`config.mk`:
```
export PLATFORM = sky130hd
export DESIGN_NAME = pog_port
export DESIGN_NICKNAME = d
export VERILOG_FILES = /design/src/logic/pog_pkg.sv /design/src/logic/pog_pin_sync.sv /design/src/logic/pog_ahb_slave.sv /design/src/logic/pog_port.sv
export SDC_FILE = /design/constraint.sdc
export NUM_CORES = 1
export LEC_CHECK = 0
export BUFFER_PORTS_ARGS = -buffer_cell sky130_fd_sc_hd__buf_2
export CAP_MARGIN = 20
export CORE_ASPECT_RATIO = 0.5
export CORE_MARGIN = 2
export CORE_UTILIZATION = 30
export CTS_CLUSTER_SIZE = 20
export DETAILED_ROUTE_END_ITERATION = 6
export PLACE_DENSITY = 0.56
export REMOVE_ABC_BUFFERS = 1
export SYNTH_ARGS = -nofsm -noshare
export SYNTH_HDL_FRONTEND = slang
export SYNTH_HIERARCHICAL = 1
export SYNTH_SLANG_ARGS = --single-unit
```
`constraint.sdc`:
```
create_clock -name clk_in -period 4.5 [get_ports clk_in]
set_clock_uncertainty 0.1 [all_clocks]
set_input_delay 0 -clock clk_in [delete_from_list [all_inputs] [get_ports clk_in]]
set_output_delay 0 -clock clk_in [all_outputs]
set_load 0.005 [all_outputs]
```
`src/logic/pog_pkg.sv`:
```
// shared constants, bus request carrier and decode helper for the port one block
package pog_pkg;

  // register indexes; byte address on the bus is four times the index
  localparam logic [15:0] POG_DIR_IDX   = 16'hFFC0;
  localparam logic [15:0] POG_DATA_IDX  = 16'hFFC2;

  // reset values and fixed read answers
  localparam logic [7:0]  POG_DIR_RST   = 8'h00;
  localparam logic [7:0]  POG_DATA_RST  = 8'h00;
  localparam logic [7:0]  POG_DIR_READ  = 8'hFF;
  localparam logic [7:0]  POG_PIN_RST   = 8'h00;

  // operating modes; mode 1 is the expanded mode
  localparam logic [1:0]  POG_MODE_EXP  = 2'h1;
  localparam logic [1:0]  POG_MODE_RST  = 2'h3;

  // htrans encoding for a non-sequential transfer
  localparam logic [1:0]  POG_HTRANS_NS = 2'h2;

  // request handed from the bus slave to the port core
  typedef struct packed {
    logic        wr;
    logic        rd;
    logic [15:0] idx;
    logic [7:0]  wdata;
  } pog_bus_req_t;

  function automatic logic pog_hit(input logic [15:0] idx, input logic [15:0] reg_idx);
    return idx == reg_idx;
  endfunction

endpackage

```
`src/logic/pog_pin_sync.sv`:
```
// three-stage synchroniser that accepts a change once stages two and three agree
`timescale 1ns/100ps
module pog_pin_sync #(
  parameter int unsigned         WIDTH   = 8,
  parameter logic [WIDTH-1:0]    RST_VAL = '0
) (
  // clock and reset
  input  wire logic             clk_in,
  input  wire logic             rst_n_in,
  input  wire logic             ce_in,
  // asynchronous level and its filtered copy
  input  wire logic [WIDTH-1:0] async_in,
  output logic      [WIDTH-1:0] sync_out
);

  logic [WIDTH-1:0] stage1_reg;
  logic [WIDTH-1:0] stage2_reg;
  logic [WIDTH-1:0] stage3_reg;
  logic [WIDTH-1:0] agree;

  // stage1 feeds stage2 only, so no logic sees a metastable value
  always_ff @(posedge clk_in or negedge rst_n_in)
  begin
    if (!rst_n_in)
    begin
      stage1_reg <= RST_VAL;
      stage2_reg <= RST_VAL;
      stage3_reg <= RST_VAL;
    end
    else if (ce_in)
    begin
      stage1_reg <= async_in;
      stage2_reg <= stage1_reg;
      stage3_reg <= stage2_reg;
    end
  end

  assign agree = ~(stage2_reg ^ stage3_reg);

  always_ff @(posedge clk_in or negedge rst_n_in)
  begin
    if (!rst_n_in)
      sync_out <= RST_VAL;
    else if (ce_in)
      sync_out <= (agree & stage3_reg) | (~agree & sync_out);
  end

endmodule

```
`src/logic/pog_ahb_slave.sv`:
```
// ahb-lite slave front end: one wait state, write committed at the completing edge
`timescale 1ns/100ps
module pog_ahb_slave (
  // clock and reset
  input  wire logic                  clk_in,
  input  wire logic                  rst_n_in,
  input  wire logic                  ce_in,
  // ahb-lite
  input  wire logic                  hsel_in,
  input  wire logic [31:0]           haddr_in,
  input  wire logic [1:0]            htrans_in,
  input  wire logic                  hwrite_in,
  input  wire logic [31:0]           hwdata_in,
  input  wire logic                  hready_in,
  output logic                       hreadyout_out,
  output logic      [31:0]           hrdata_out,
  output logic                       hresp_out,
  // core side
  output pog_pkg::pog_bus_req_t      req_out,
  input  wire logic [7:0]            rdata_in
);

  typedef enum logic [1:0] {POG_S_IDLE, POG_S_WAIT, POG_S_DONE} pog_slv_state_t;

  pog_slv_state_t state_reg;
  logic           write_reg;
  logic [15:0]    idx_reg;
  logic           take;

  assign take = hsel_in && (htrans_in == pog_pkg::POG_HTRANS_NS) && hready_in;

  // the read is sampled one edge after the address so a write just completed is seen
  always_comb
  begin
    req_out.wr    = (state_reg == POG_S_DONE) && write_reg && hready_in;
    req_out.rd    = (state_reg == POG_S_WAIT) && !write_reg;
    req_out.idx   = idx_reg;
    req_out.wdata = hwdata_in[7:0];
  end

  always_ff @(posedge clk_in or negedge rst_n_in)
  begin
    if (!rst_n_in)
    begin
      state_reg     <= POG_S_IDLE;
      write_reg     <= 1'b0;
      idx_reg       <= 16'h0000;
      hreadyout_out <= 1'b1;
      hrdata_out    <= 32'h0000_0000;
      hresp_out     <= 1'b0;
    end
    else if (ce_in)
    begin
      hresp_out <= 1'b0;
      case (state_reg)
        POG_S_IDLE, POG_S_DONE:
        begin
          if (take)
          begin
            state_reg     <= POG_S_WAIT;
            write_reg     <= hwrite_in;
            idx_reg       <= haddr_in[17:2];
            hreadyout_out <= 1'b0;
          end
          else
            state_reg <= POG_S_IDLE;
        end
        POG_S_WAIT:
        begin
          state_reg     <= POG_S_DONE;
          hreadyout_out <= 1'b1;
          hrdata_out    <= write_reg ? 32'h0000_0000 : {24'h00_0000, rdata_in};
        end
        default:
        begin
          state_reg     <= POG_S_IDLE;
          hreadyout_out <= 1'b1;
        end
      endcase
    end
  end

endmodule

```
`src/logic/pog_port.sv`:
```
// port one: eight-pin gpio that doubles as low address output in expanded mode
//
// Local design decision: the AHB-Lite interface to the registers.
`timescale 1ns/100ps
module pog_port (
  // clock, reset, clock enable
  input  wire logic        clk_in,
  input  wire logic        rst_n_in,
  input  wire logic        ce_in,
  // operating mode strap and standby controls
  input  wire logic [1:0]  mode_in,
  input  wire logic        hw_standby_n_in,
  input  wire logic        sw_standby_in,
  // low address from the bus controller
  input  wire logic [7:0]  addr_low_in,
  // ahb-lite register bus
  input  wire logic        hsel_in,
  input  wire logic [31:0] haddr_in,
  input  wire logic [1:0]  htrans_in,
  input  wire logic        hwrite_in,
  input  wire logic [31:0] hwdata_in,
  input  wire logic        hready_in,
  output logic             hreadyout_out,
  output logic      [31:0] hrdata_out,
  output logic             hresp_out,
  // port pins
  input  wire logic [7:0]  pin_in,
  output logic      [7:0]  pin_out,
  output logic      [7:0]  pin_oe_out
);

  pog_pkg::pog_bus_req_t req;

  logic [7:0] dir_reg;
  logic [7:0] data_reg;
  logic [1:0] mode_reg;
  logic       mode_taken_reg;
  logic [7:0] pin_sync;
  logic       hw_standby_n_sync;
  logic       hw_standby;
  logic       dir_hit;
  logic       data_hit;
  logic [7:0] rd_value;
  logic [7:0] pin_next;
  logic [7:0] oe_next;

  pog_ahb_slave u_slave (
    .clk_in        (clk_in),
    .rst_n_in      (rst_n_in),
    .ce_in         (ce_in),
    .hsel_in       (hsel_in),
    .haddr_in      (haddr_in),
    .htrans_in     (htrans_in),
    .hwrite_in     (hwrite_in),
    .hwdata_in     (hwdata_in),
    .hready_in     (hready_in),
    .hreadyout_out (hreadyout_out),
    .hrdata_out    (hrdata_out),
    .hresp_out     (hresp_out),
    .req_out       (req),
    .rdata_in      (rd_value)
  );

  // pins come from outside the clock domain
  pog_pin_sync #(
    .WIDTH   (8),
    .RST_VAL (8'h00)
  ) u_pin_sync (
    .clk_in   (clk_in),
    .rst_n_in (rst_n_in),
    .ce_in    (ce_in),
    .async_in (pin_in),
    .sync_out (pin_sync)
  );

  // hardware standby is a pin as well; its idle level is high
  pog_pin_sync #(
    .WIDTH   (1),
    .RST_VAL (1'b1)
  ) u_hwsb_sync (
    .clk_in   (clk_in),
    .rst_n_in (rst_n_in),
    .ce_in    (ce_in),
    .async_in (hw_standby_n_in),
    .sync_out (hw_standby_n_sync)
  );

  assign hw_standby = !hw_standby_n_sync;

  // upper address bits are not decoded, so the pair aliases every 256 kbyte
  assign dir_hit  = pog_pkg::pog_hit(req.idx, pog_pkg::POG_DIR_IDX);
  assign data_hit = pog_pkg::pog_hit(req.idx, pog_pkg::POG_DATA_IDX);

  // mode strap caught at the first enabled edge after reset release
  always_ff @(posedge clk_in or negedge rst_n_in)
  begin
    if (!rst_n_in)
    begin
      mode_reg       <= pog_pkg::POG_MODE_RST;
      mode_taken_reg <= 1'b0;
    end
    else if (ce_in && !mode_taken_reg)
    begin
      mode_reg       <= mode_in;
      mode_taken_reg <= 1'b1;
    end
  end

  // direction register; writes are blocked in software standby
  always_ff @(posedge clk_in or negedge rst_n_in)
  begin
    if (!rst_n_in)
      dir_reg <= pog_pkg::POG_DIR_RST;
    else if (ce_in)
    begin
      if (hw_standby)
        dir_reg <= pog_pkg::POG_DIR_RST;
      else if (!sw_standby_in && req.wr && dir_hit)
        dir_reg <= req.wdata;
    end
  end

  // data register
  always_ff @(posedge clk_in or negedge rst_n_in)
  begin
    if (!rst_n_in)
      data_reg <= pog_pkg::POG_DATA_RST;
    else if (ce_in)
    begin
      if (hw_standby)
        data_reg <= pog_pkg::POG_DATA_RST;
      else if (!sw_standby_in && req.wr && data_hit)
        data_reg <= req.wdata;
    end
  end

  // read answer; unmapped indexes read zero
  always_comb
  begin
    if (dir_hit)
      rd_value = pog_pkg::POG_DIR_READ;
    else if (data_hit)
      rd_value = (dir_reg & data_reg) | (~dir_reg & pin_sync);
    else
      rd_value = 8'h00;
  end

  // pin drive value; only direction-one bits are driven
  always_comb
  begin
    oe_next = dir_reg;
    if (mode_reg == pog_pkg::POG_MODE_EXP)
      pin_next = addr_low_in & dir_reg;
    else
      pin_next = data_reg & dir_reg;
  end

  // pins are registered one cycle behind the registers; in software standby they freeze unless hardware standby clears them
  always_ff @(posedge clk_in or negedge rst_n_in)
  begin
    if (!rst_n_in)
    begin
      pin_out    <= pog_pkg::POG_PIN_RST;
      pin_oe_out <= pog_pkg::POG_PIN_RST;
    end
    else if (ce_in)
    begin
      if (hw_standby)
      begin
        pin_out    <= pog_pkg::POG_PIN_RST;
        pin_oe_out <= pog_pkg::POG_PIN_RST;
      end
      else if (!sw_standby_in)
      begin
        pin_out    <= pin_next;
        pin_oe_out <= oe_next;
      end
    end
  end

  // checks
  // bus checks assume ce_in stays high through a transfer; a frozen wait state would trip them

  dir_reads_ones_a: assert property (
    @(posedge clk_in) disable iff (!rst_n_in)
    (ce_in && req.rd && dir_hit) |=> (hrdata_out == 32'h0000_00FF))
    else $error("direction register did not read all ones");

  dir_write_a: assert property (
    @(posedge clk_in) disable iff (!rst_n_in)
    (ce_in && !hw_standby && !sw_standby_in && req.wr && dir_hit)
      |=> (dir_reg == $past(hwdata_in[7:0])))
    else $error("direction write not stored");

  data_write_a: assert property (
    @(posedge clk_in) disable iff (!rst_n_in)
    (ce_in && !hw_standby && !sw_standby_in && req.wr && data_hit)
      |=> (data_reg == $past(hwdata_in[7:0])))
    else $error("data write not stored");

  hw_standby_clear_a: assert property (
    @(posedge clk_in) disable iff (!rst_n_in)
    (ce_in && hw_standby) |=> (dir_reg == 8'h00 && data_reg == 8'h00 && pin_oe_out == 8'h00))
    else $error("hardware standby left state uncleared");

  sw_standby_hold_a: assert property (
    @(posedge clk_in) disable iff (!rst_n_in)
    (ce_in && sw_standby_in && !hw_standby) |=> ($stable(dir_reg) && $stable(data_reg)))
    else $error("software standby changed a register");

  sw_standby_drive_a: assert property (
    @(posedge clk_in) disable iff (!rst_n_in)
    (ce_in && sw_standby_in && !hw_standby) |=> ($stable(pin_oe_out) && $stable(pin_out)))
    else $error("software standby released the pins");

  mode1_address_a: assert property (
    @(posedge clk_in) disable iff (!rst_n_in)
    (ce_in && !hw_standby && !sw_standby_in && mode_reg == pog_pkg::POG_MODE_EXP)
      |=> (pin_out == ($past(addr_low_in) & $past(dir_reg)) && pin_oe_out == $past(dir_reg)))
    else $error("expanded mode pin is not the address");

  single_chip_out_a: assert property (
    @(posedge clk_in) disable iff (!rst_n_in)
    (ce_in && !hw_standby && !sw_standby_in && mode_reg != pog_pkg::POG_MODE_EXP)
      |=> (pin_out == ($past(data_reg) & $past(dir_reg)) && pin_oe_out == $past(dir_reg)))
    else $error("single-chip pin does not follow the data register");

  port_read_mix_a: assert property (
    @(posedge clk_in) disable iff (!rst_n_in)
    (ce_in && req.rd && data_hit)
      |=> (hrdata_out[7:0] == (($past(dir_reg) & $past(data_reg)) | (~$past(dir_reg) & $past(pin_sync)))))
    else $error("port read mixes data and pins wrongly");

  unmapped_write_a: assert property (
    @(posedge clk_in) disable iff (!rst_n_in)
    (ce_in && !hw_standby && req.wr && !dir_hit && !data_hit)
      |=> ($stable(dir_reg) && $stable(data_reg)))
    else $error("write to an unmapped address changed a register");

  wait_state_low_a: assert property (
    @(posedge clk_in) disable iff (!rst_n_in)
    (ce_in && hsel_in && htrans_in == pog_pkg::POG_HTRANS_NS && hready_in) |=> !hreadyout_out)
    else $error("bus transfer taken without a wait state");

  wait_state_end_a: assert property (
    @(posedge clk_in) disable iff (!rst_n_in)
    (ce_in && !hreadyout_out) |=> hreadyout_out)
    else $error("wait state lasted more than one cycle");

  undriven_low_a: assert property (
    @(posedge clk_in) disable iff (!rst_n_in)
    ((pin_out & ~pin_oe_out) == 8'h00))
    else $error("undriven pin shows a one");

  read_driven_bits_a: assert property (
    @(posedge clk_in) disable iff (!rst_n_in)
    (ce_in && req.rd && data_hit)
      |=> ((hrdata_out[7:0] & $past(dir_reg)) == ($past(data_reg) & $past(dir_reg))))
    else $error("output bit read back something other than its data bit");

  mode_strap_hold_a: assert property (
    @(posedge clk_in) disable iff (!rst_n_in)
    (ce_in && mode_taken_reg) |=> $stable(mode_reg))
    else $error("mode changed after it was caught");

  hw_standby_pins_a: assert property (
    @(posedge clk_in) disable iff (!rst_n_in)
    (ce_in && hw_standby) |=> (pin_out == 8'h00))
    else $error("hardware standby left a pin value");

  unmapped_read_zero_a: assert property (
    @(posedge clk_in) disable iff (!rst_n_in)
    (ce_in && req.rd && !dir_hit && !data_hit) |=> (hrdata_out == 32'h0000_0000))
    else $error("unmapped read returned nonzero data");

  oe_follows_dir_a: assert property (
    @(posedge clk_in) disable iff (!rst_n_in)
    (ce_in && !hw_standby && !sw_standby_in)
      |=> (pin_oe_out == $past(dir_reg)))
    else $error("output enable does not follow the direction bits");

  read_keeps_state_a: assert property (
    @(posedge clk_in) disable iff (!rst_n_in)
    (ce_in && req.rd && !hw_standby) |=> ($stable(dir_reg) && $stable(data_reg)))
    else $error("a read changed a register");

  sw_write_ignored_a: assert property (
    @(posedge clk_in) disable iff (!rst_n_in)
    (ce_in && sw_standby_in && !hw_standby && req.wr)
      |=> ($stable(dir_reg) && $stable(data_reg)))
    else $error("write landed during software standby");

  mode1_no_data_a: assert property (
    @(posedge clk_in) disable iff (!rst_n_in)
    (ce_in && !hw_standby && !sw_standby_in && mode_reg == pog_pkg::POG_MODE_EXP)
      |=> (((pin_out ^ $past(addr_low_in)) & $past(dir_reg)) == 8'h00))
    else $error("expanded mode pin shows something other than the address");

endmodule

```
==> impl_metrics.toml <==
[detailed_routing]
wl_um = 10200
vias_per_cell = 4.46
first_iter_violations = 155
drcViolationCount = 0
wl_per_cell_um = 13.9
ant_nets = 0
vias = 3254
dr.pass1.iters = 4

[cells_and_area]
instances_no_fill = 729
largest_register_ffs = 16
area_growth_pct = 23.1
n_antenna_cell = 0
drive_above_1_share_pct = 32.6
fin_nets = 612

[global_route]
grt_pass1_vias = 3156
grt_max_degree = 70
antenna_found_initial = 0
grt.overflow.total = 0
grtUsageTotal_pct = 12.7
grt_pass1_wl_um = 16800

[die]
die-area_um2 = 17200
io-pin-count = 142
die_w_um = 183
core_um2 = 15500
start_util_pct = 31.0
die_h_um = 93.6
std_cell_rows = 32

[pwr]
leakagePower_nw = 2.74
peakVddDrop_mv = 0.201
powerDensity_nw_per_um2 = 482

[sta]
finalHoldViolCount = 0
worst_pin_slew_ps = 950
fmax_mhz = 433
post-route-period-util_pct = 51.3
min_period_ps = 2310
setup_viol = 0
max_slew_margin_pct = 36.5
fin_tns_setup_ps = 0
drv_slew = 0
finalWorstSetupSlack_ps = 2190
rsz0062_at_grt = "false"

[outcome]
status = "finished, final reports clean"

[place]
port_buffers = 76
dpl.cell_count = 667
place.gp.congestion = 0.699
pre_cts_slack_ps = 2150
hpwl_um = 6840

[worst_setup_path]
crit_required_ps = 4590
worst_setup_path_start_kind = "flip-flop"
path_cells = "nand4bb_4 > nor3_4 > and2_1 > o221ai_2"
cp_max_fo = 19
crit_buf_inv = 0
cpPeakStageDelay_ps = 640
worst_path_max_delay_cell = "nor3_4"
crit_path_end_kind = "flip-flop"
critPathKind = "reg -> reg"
worstPathArrival_ps = 2400
cp_top_family = "simple AND/OR/NAND/NOR gates"

[logic_synthesis]
synth-warning-count = 6
syn_inst = 415
syn_avg_cell_area_um2 = 11.6
syn_area_um2 = 4820

[clocking]
root_buffer = "clkbuf_16"
cts_made_buffers = 9
clock-sinks = 99
clk_pin_slew_worst_paths_ps = 70
cts_tree = "yes"
cts_setup_buffers = 0
clock_path_buffers = 2
htreeDepth = 3
clkLatencyLatePin_ps = 340

[job]
max_cap_violations = 0

[min_path]
hp-class = "in -> reg"
-- per-stage QoR --
stage | hold slack, ps | utilization, % | power (mW) | area [µm²]
after floorplan | -396 | - | 1.79 | 4500
after global placement | 81.6 | 33.2 | 2.03 | 5160
after detailed placement | 88.6 | 33.2 | 2.06 | 5160
after CTS | 1.13 | 38.2 | 2.90 | 5930
after global routing | 20.3 | 38.2 | 3.04 | 5930
final | 10.5 | 38.2 | 2.86 | 5930
-- metal layers --
metal / global-route usage [%] / vias up / wire [µm]
met1: 17.1 / 1585 / 4940
met5: 0 / - / 0
met2: 20.4 / 59 / 4810
met3: 3.04 / 9 / 292
met4: 3.40 / 0 / 114
li1: - / 1601 / -
-- path summary, 6_finish.rpt --
kind / from / end / slack, ps / cells past startpoint
hold / removal: hsel_in / u_slave/hreadyout_out / 10 / 4
setup reg to reg: u_slave/idx_reg[4] / data_reg[4] / 2190 / 4
min in group asynchronous: rst_n_in / pin_out[2] / 230 / 2
max in group asynchronous: rst_n_in / pin_out[4] / 3110 / 3
hold reg to reg: mode_taken_reg / mode_taken_reg / 370 / 1
setup / recovery: u_slave/idx_reg[4] / data_reg[4] / 2190 / 4
-- worst reg2reg max path, stage by stage, from the launching register on --
cell and delay, ps:
dfrtp_1 390, nand4bb_4 250, nor3_4 640, and2_1 610, o221ai_2 180
-- power breakdown --
part / leakage [nW] / switching, mW / internal (mW)
Clock: 0.145 / 0.329 / 0.461
Combinational: 1.40 / 0.333 / 0.389
Sequential: 1.19 / 0.205 / 1.14
-- timing repair --
action	CTS	global route
hold endpoints to repair	109	0
gates resized for setup	0	0
hold buffers	46	0
-- placed cells by master, fill, tap and decap left out, types with 10 or more instances in the layout --
cell and n:
a21oi_1 17, buf_2 75, conb_1 25, dfrtp_1 92, dlygate4sd3_1 46, inv_1 18
mux2_2 38, nand2_1 43, nand2b_1 17, nand3_1 16, nor2_1 10, o21ai_0 16
o221ai_2 16
-- layout make-up --
type / count / area (µm²)
clock buffer: 12 / 256
clock inverter: 4 / 50.0
fill: 1503 / 9600
inverter: 18 / 67.6
multi-input combinational: 266 / 1940
sequential: 99 / 2490
tap: 204 / 255
timing repair buffer: 126 / 873
Note: power is estimated with default switching activity, not from simulation.
